File: config.mk
export PLATFORM = sky130hd
export DESIGN_NAME = pms_mode_switch
export DESIGN_NICKNAME = d
export VERILOG_FILES = /design/src/hw/pms_pkg.sv /design/src/hw/pms_mode_switch.sv
export VERILOG_INCLUDE_DIRS = /design/src /design/src/hw
export SDC_FILE = /design/constraint.sdc
export NUM_CORES = 1
export LEC_CHECK = 0
export BUFFER_PORTS_ARGS = -buffer_cell sky130_fd_sc_hd__buf_2
export CAP_MARGIN = 20
export CELL_PAD_IN_SITES_DETAIL_PLACEMENT = 1
export CELL_PAD_IN_SITES_GLOBAL_PLACEMENT = 1
export CORE_UTILIZATION = 41
export DETAILED_ROUTE_END_ITERATION = 7
export PLACE_DENSITY = 0.81
export SYNTH_ARGS = -nofsm -noshare
export SYNTH_HDL_FRONTEND = slang
export SYNTH_SLANG_ARGS = --single-unit
File: constraint.sdc
create_clock -name clk -period 2.25 [get_ports clk]
set_input_delay 0.675 -clock clk [delete_from_list [all_inputs] [get_ports clk]]
set_output_delay 0.675 -clock clk [all_outputs]
set_load 0.01 [all_outputs]
File: src/hw/pms_defs.svh
// Constants for the processor mode switch block
`ifndef PMS_DEFS_SVH
`define PMS_DEFS_SVH
`define PMS_CW_PROTECT_BIT 0
`define PMS_CW_PAGING_BIT 31
`define PMS_RESET_FETCH_ADDR 32'hffff_fff0
`define PMS_RESET_CS_BASE 32'hffff_0000
`define PMS_RESET_CS_SEL 16'hf000
`define PMS_REAL_LIMIT 32'h0000_ffff
`define PMS_REAL_CS_RIGHTS 8'h9b
`define PMS_RESET_RIGHTS 8'h93
`define PMS_TLB_FLUSH_VALUE 32'h0000_0000
`define PMS_CPL_MOST_PRIV 2'h0
`define PMS_STACK_LEVEL_MAX 2'h2
`define PMS_SEG_CODE 3'h1
`define PMS_SEG_COUNT 6
`endif

File: src/hw/pms_pkg.sv
// Types for the processor mode switch block
package pms_pkg;
  typedef enum logic [2:0] {
    PMS_OP_NONE,
    PMS_OP_WRITE_CW0,
    PMS_OP_FAR_BRANCH,
    PMS_OP_LOAD_TASK_REG,
    PMS_OP_WRITE_PDBR,
    PMS_OP_LOAD_SEG,
    PMS_OP_PRIV_CHANGE,
    PMS_OP_TASK_SWITCH
  } pms_op_e;

  typedef struct packed {
    pms_op_e code;
    logic [2:0] seg;
    logic [15:0] sel;
    logic [31:0] data;
    logic [7:0] rights;
  } pms_op_s;

  typedef struct packed {
    logic [15:0] sel;
    logic [31:0] base;
    logic [31:0] limit;
    logic [7:0] rights;
    logic usable;
  } pms_seg_s;

  typedef enum {PMS_ST_REAL, PMS_ST_PROT_WAIT, PMS_ST_PROT, PMS_ST_REAL_WAIT} pms_state_e;
endpackage

File: src/hw/pms_mode_switch.sv
// Processor mode switch and task register start-up logic
`timescale 1ns/1ps
`default_nettype none
`include "pms_defs.svh"
module pms_mode_switch
  import pms_pkg::*;
(
  input wire logic clk,
  input wire logic rst_b,
  input wire logic opValid,
  input wire pms_op_s opReq,
  output logic protectFlag,
  output logic pagingOnFlag,
  output logic [1:0] currentPrivilegeLevel,
  output logic [15:0] taskRegSel,
  output logic taskRegLoaded,
  output logic busyMarkPulse,
  output logic [15:0] busyMarkSel,
  output logic stackFetchPulse,
  output logic [1:0] stackFetchLevel,
  output logic taskSavePulse,
  output logic taskSaveRefused,
  output logic serializePulse,
  output logic tlbFlushPulse,
  output logic [31:0] fetchAddr,
  output logic [31:0] pageDirBase,
  output pms_seg_s codeSeg,
  output logic [`PMS_SEG_COUNT-1:0] segUsable
);

  // ************************************************************
  // Decode
  // ************************************************************
  pms_state_e state_r;
  pms_seg_s segs_r [`PMS_SEG_COUNT];
  logic cwWrite;
  logic farBranch;
  logic newProtect;
  logic newPaging;

  assign cwWrite = opValid && opReq.code == PMS_OP_WRITE_CW0;
  assign farBranch = opValid && opReq.code == PMS_OP_FAR_BRANCH;
  assign newProtect = opReq.data[`PMS_CW_PROTECT_BIT];
  // Paging needs protect in same word
  assign newPaging = opReq.data[`PMS_CW_PAGING_BIT] & newProtect;

  // ************************************************************
  // Control word zero
  // ************************************************************
  // Enter protected mode, maybe paging
  always_ff @(posedge clk or negedge rst_b) begin
    if (!rst_b) begin
      protectFlag <= 1'b0;
      pagingOnFlag <= 1'b0;
    end else if (cwWrite) begin
      protectFlag <= newProtect;
      pagingOnFlag <= newPaging;
    end
  end

  // Mode sequencing; branch must follow the write to finish the switch
  always_ff @(posedge clk or negedge rst_b) begin
    if (!rst_b) begin
      state_r <= PMS_ST_REAL;
    end else if (cwWrite) begin
      state_r <= newProtect ? PMS_ST_PROT_WAIT : PMS_ST_REAL_WAIT;
    end else if (farBranch) begin
      case (state_r)
        PMS_ST_PROT_WAIT: state_r <= PMS_ST_PROT;
        PMS_ST_REAL_WAIT: state_r <= PMS_ST_REAL;
        default: state_r <= state_r;
      endcase
    end
  end

  // Far branch serializes after the write
  always_ff @(posedge clk or negedge rst_b) begin
    if (!rst_b) begin
      serializePulse <= 1'b0;
    end else begin
      serializePulse <= farBranch && (state_r == PMS_ST_PROT_WAIT || state_r == PMS_ST_REAL_WAIT);
    end
  end

  // ************************************************************
  // Privilege level and stacks
  // ************************************************************
  always_ff @(posedge clk or negedge rst_b) begin
    if (!rst_b) begin
      currentPrivilegeLevel <= `PMS_CPL_MOST_PRIV;
      stackFetchPulse <= 1'b0;
      stackFetchLevel <= `PMS_CPL_MOST_PRIV;
    end else begin
      stackFetchPulse <= 1'b0;
      if (cwWrite && newProtect && !protectFlag) begin
        currentPrivilegeLevel <= `PMS_CPL_MOST_PRIV;
      end else if (opValid && opReq.code == PMS_OP_PRIV_CHANGE && protectFlag) begin
        currentPrivilegeLevel <= opReq.data[1:0];
        if (opReq.data[1:0] < currentPrivilegeLevel && opReq.data[1:0] <= `PMS_STACK_LEVEL_MAX) begin
          stackFetchPulse <= 1'b1;
          stackFetchLevel <= opReq.data[1:0];
        end
      end
    end
  end

  // ************************************************************
  // Task register
  // ************************************************************
  always_ff @(posedge clk or negedge rst_b) begin
    if (!rst_b) begin
      taskRegSel <= 16'h0000;
      taskRegLoaded <= 1'b0;
      busyMarkPulse <= 1'b0;
      busyMarkSel <= 16'h0000;
      taskSavePulse <= 1'b0;
      taskSaveRefused <= 1'b0;
    end else begin
      busyMarkPulse <= 1'b0;
      taskSavePulse <= 1'b0;
      taskSaveRefused <= 1'b0;
      if (opValid && opReq.code == PMS_OP_LOAD_TASK_REG && protectFlag) begin
        taskRegSel <= opReq.sel;
        taskRegLoaded <= 1'b1;
        busyMarkPulse <= 1'b1;
        busyMarkSel <= opReq.sel;
      end
      if (opValid && opReq.code == PMS_OP_TASK_SWITCH) begin
        taskSavePulse <= taskRegLoaded;
        taskSaveRefused <= !taskRegLoaded;
        // Busy marking of the new task is a task switch side effect
        if (taskRegLoaded) begin
          taskRegSel <= opReq.sel;
          busyMarkPulse <= 1'b1;
          busyMarkSel <= opReq.sel;
        end
      end
    end
  end

  // ************************************************************
  // Paging base and translation flush
  // ************************************************************
  always_ff @(posedge clk or negedge rst_b) begin
    if (!rst_b) begin
      pageDirBase <= 32'h0000_0000;
      tlbFlushPulse <= 1'b0;
    end else begin
      tlbFlushPulse <= 1'b0;
      if (opValid && opReq.code == PMS_OP_WRITE_PDBR) begin
        pageDirBase <= opReq.data;
        tlbFlushPulse <= opReq.data == `PMS_TLB_FLUSH_VALUE;
      end
    end
  end

  // ************************************************************
  // Segment registers
  // ************************************************************
  // Hidden parts only change on explicit loads, never on mode change
  always_ff @(posedge clk or negedge rst_b) begin
    if (!rst_b) begin
      for (int i = 0; i < `PMS_SEG_COUNT; i++) begin
        segs_r[i] <= '{sel: 16'h0000, base: 32'h0000_0000, limit: `PMS_REAL_LIMIT,
                       rights: `PMS_RESET_RIGHTS, usable: 1'b1};
      end
      segs_r[`PMS_SEG_CODE] <= '{sel: `PMS_RESET_CS_SEL, base: `PMS_RESET_CS_BASE,
                                 limit: `PMS_REAL_LIMIT, rights: `PMS_RESET_RIGHTS, usable: 1'b1};
    end else if (farBranch) begin
      if (protectFlag) begin
        segs_r[`PMS_SEG_CODE] <= '{sel: opReq.sel, base: opReq.data, limit: segs_r[`PMS_SEG_CODE].limit,
                                   rights: opReq.rights, usable: 1'b1};
      end else begin
        segs_r[`PMS_SEG_CODE] <= '{sel: opReq.sel, base: {12'h000, opReq.sel, 4'h0},
                                   limit: `PMS_REAL_LIMIT, rights: `PMS_REAL_CS_RIGHTS, usable: 1'b1};
      end
    end else if (opValid && opReq.code == PMS_OP_LOAD_SEG && opReq.seg != `PMS_SEG_CODE
                 && opReq.seg < 3'(`PMS_SEG_COUNT)) begin
      if (protectFlag) begin
        segs_r[opReq.seg] <= '{sel: opReq.sel, base: opReq.data, limit: segs_r[opReq.seg].limit,
                               rights: opReq.rights, usable: opReq.sel[15:2] != 14'h0000};
      end else begin
        // Real load changes selector and base only; cached limit and rights persist
        segs_r[opReq.seg].sel <= opReq.sel;
        segs_r[opReq.seg].base <= {12'h000, opReq.sel, 4'h0};
      end
    end
  end

  always_comb begin
    codeSeg = segs_r[`PMS_SEG_CODE];
    for (int i = 0; i < `PMS_SEG_COUNT; i++) begin
      segUsable[i] = segs_r[i].usable;
    end
  end

  // ************************************************************
  // Instruction fetch pointer
  // ************************************************************
  always_ff @(posedge clk or negedge rst_b) begin
    if (!rst_b) begin
      fetchAddr <= `PMS_RESET_FETCH_ADDR;
    end else if (farBranch) begin
      fetchAddr <= protectFlag ? opReq.data : {12'h000, opReq.sel, 4'h0};
    end
  end
endmodule
`default_nettype wire

==> impl_metrics.json <==
{
  "status": "completed",
  "dpl_cell_area_sq_mm": 0.00953,
  "leakagePower_nw": 5.00,
  "crit_family": "flip-flops",
  "synthCells": 670,
  "cts-root-buf": "clkbuf_16",
  "ys_ff_latch": 204,
  "worstPathRequired_ns": 1.57,
  "wl_per_cell_microns": 20.5,
  "slew_headroom_pct": 55.8,
  "min_period_ns": 1.85,
  "cts_tree": "yes",
  "rsz0062_at_grt": "no",
  "slowest_delay_ns": 0.55,
  "grt_max_degree": 79,
  "post_cts_resized": 0,
  "die_area_sq_mm": 0.0215,
  "finalNetCount": 914,
  "endpoint_kind": "output pin",
  "critPathKind": "reg2out",
  "seqCellArea_sq_mm": 0.00520,
  "synth_top_area_share_pct": 38.0,
  "hold_viol": 0,
  "cap_violations": 0,
  "avgViaCountPerCell": 5.03,
  "rows": 52,
  "syn_nets": 736,
  "final_cell_area_sq_mm": 0.0103,
  "cp_slowest_cell": "dfstp_2",
  "port_buffers": 268,
  "drt-initial-drc-count": 189,
  "route.vias.total": 5700,
  "crit_arrival_ns": 1.18,
  "die_h_microns": 147,
  "synth_area_leader_cell": "dfrtp_1",
  "path_max_fanout": 2,
  "place_congestion": 0.768,
  "grt_pass1_wl_microns": 36400,
  "hpwl_microns": 16600,
  "grt.total_usage_pct": 21.9,
  "start_util_pct": 42.0,
  "p_per_area_mw_per_mm2": 1090,
  "cts_buffers": 23,
  "ys_types": 35,
  "clock_sinks": 204,
  "fin_crit_sh_pct": 82.3,
  "timing.fmax_mhz": 540,
  "overflow": 0,
  "grt_pass1_vias": 6211,
  "synth_edf_count": 0,
  "fin_worst_skew_ns": 0.0165,
  "syn_to_final_growth_pct": 20.8,
  "wl_microns": 23200,
  "crit_chain": "buf_2",
  "first_pass_iters": 4,
  "holdCritPathClass": "in2async",
  "synthArstFlopShare_pct": 100,
  "tns_ns": 0,
  "final_layout_size_suffix_gt1_share_pct": 56.4,
  "ys.flop_type": "dfrtp_1",
  "synth_area_leaders": "dfrtp_1 38%, dfstp_2 23%, mux2_2 9.2%",
  "clkSlewWorstSetupHoldPaths_ns": 0.06,
  "htreeDepth": 1,
  "coreArea_sq_mm": 0.0204,
  "worstSetupStartpointType": "register",
  "seq_area_frac_synth_pct": 60.7,
  "ys_top_cells_by_count": "130 x dfrtp_1, 101 x buf_4, 78 x nand2_1",
  "drtAntennaViolNets": 0,
  "num_io_pins": 269,
  "multi_input_area_sq_mm": 0.00241,
  "clock_path_buffers": 3,
  "fillers": 2209,
  "slew_viol_final": 0,
  "yosysWarnings": 0,
  "synth.most_common_cell": "dfrtp_1",
  "antenna_found_initial": 0,
  "antenna_cells": 0,
  "die_x_microns": 147,
  "final-setup-viol-count": 0,
  "synth_area_sq_mm": 0.00856,
  "ir_worst_vdd_mv": 0.611,
  "route.detailed.drc": 0,
  "clk-insertion-delay-late_ns": 0.50,
  "cts_setup_buffers": 0,
  "power.total_mw": 11.2,
  "tightest_slew_ns": 0.657,
  "syn_avg_cell_area_sq_um": 12.8,
  "path_buf_inv": 1,
  "ctsHoldBuffers": 0
}
==> routing by layer <==
layer | vias to the layer above | part of all wire [%] | global-route usage, %
met4 | 0 | 2.2 | 5.47
met1 | 2906 | 42 | 28.4
met2 | 222 | 48 | 36.3
li1 | 2540 | - | -
met5 | - | 0 | 0
met3 | 32 | 7.2 | 5.97
==> layout make-up <==
cell class / instances / area share [%]
Clock inverter: 10 / 1.69
Timing Repair Buffer: 284 / 15.1
Inverter: 8 / 0.290
Clock buffer: 31 / 6.15
Sequential cell: 204 / 50.3
Multi-Input combinational cell: 327 / 23.3
Tap cell: 270 / 3.27
==> cells by family (layout without fill, tap and decap cells) <==
kind of cell | count (synthesis) | after routing | share of synthesized area [%]
mux | 88 | 88 | 11.3
compound gates | 75 | 75 | 6.94
buf+inv | 139 | 333 | 11.4
fa+ha+maj | 1 | 1 | 0.146
simple gates | 163 | 163 | 9.47
flops | 204 | 204 | 60.7
==> sequential cells by signal (all words and copies together) (netlist names) <==
| register | flops |
|---|---|
| pageDirBase | 32 |
| tlbFlushPulse | 1 |
| serializePulse | 1 |
| taskRegSel | 16 |
| currentPrivilegeLevel | 2 |
| busyMarkPulse | 1 |
| busyMarkSel | 16 |
| segUsable | 5 |
| taskSaveRefused | 1 |
| pagingOnFlag | 1 |
| state_r | 1 |
| stackFetchLevel | 2 |
| codeSeg | 89 |
| fetchAddr | 32 |
| stackFetchPulse | 1 |
| protectFlag | 1 |
| taskRegLoaded | 1 |
| taskSavePulse | 1 |
==> where the power goes <==
group / switching (mW) / internal (mW) / total, mW
logic: 1.21 / 1.07 / 2.28
clock network: 1.47 / 2.55 / 4.01
registers: 0.393 / 4.56 / 4.95
total: 3.07 / 8.17 / 11.2
==> metrics by stage <==
stage / setup slack (ns) / hold WS (ns) / instances / util (%)
floorplan: 0.348 / 0.379 / 670 / -
global placement: 0.192 / 0.444 / 1093 / 46.8
detailed placement: 0.180 / 0.452 / 1093 / 46.8
CTS: 0.378 / 0.131 / 1134 / 50.8
global route: 0.344 / 0.142 / 1134 / 50.8
finish: 0.399 / 0.127 / 1134 / 50.8
==> final timing paths <==
check	startpoint	to	slack, ns	depth (start not counted)
min in group clk	opReq[7]	codeSeg[8]$_DFFE_PN1P_	0.39	3
setup reg to reg	currentPrivilegeLevel[1]$_DFFE_PN0P_	stackFetchLevel[1]$_DFFE_PN0P_	0.50	6
hold / removal	rst_b	pageDirBase[27]$_DFFE_PN0P_	0.13	1
setup / recovery	fetchAddr[29]$_DFFE_PN1P_	fetchAddr[29]	0.40	1
max in group asynchronous	rst_b	fetchAddr[29]$_DFFE_PN1P_	1.40	2
hold reg to reg	codeSeg[86]$_DFFE_PN1P_	codeSeg[86]$_DFFE_PN1P_	0.46	2
==> layout by cell type (no fill, tap or decap), drive strengths merged, types with 5 or more instances in the layout <==
| master | count |
|---|---|
| nand3 | 9 |
| mux2 | 72 |
| nor2b | 18 |
| buf | 283 |
| nand2 | 78 |
| clkinv | 5 |
| or2 | 17 |
| nor3 | 5 |
| clkbuf | 32 |
| nor2 | 12 |
| a31oi | 5 |
| o21a | 32 |
| inv | 8 |
| bufinv | 5 |
| a22o | 34 |
| nor4 | 11 |
| dfstp | 74 |
| dfrtp | 130 |
| mux2i | 16 |
(Power assumes the default switching activity.)
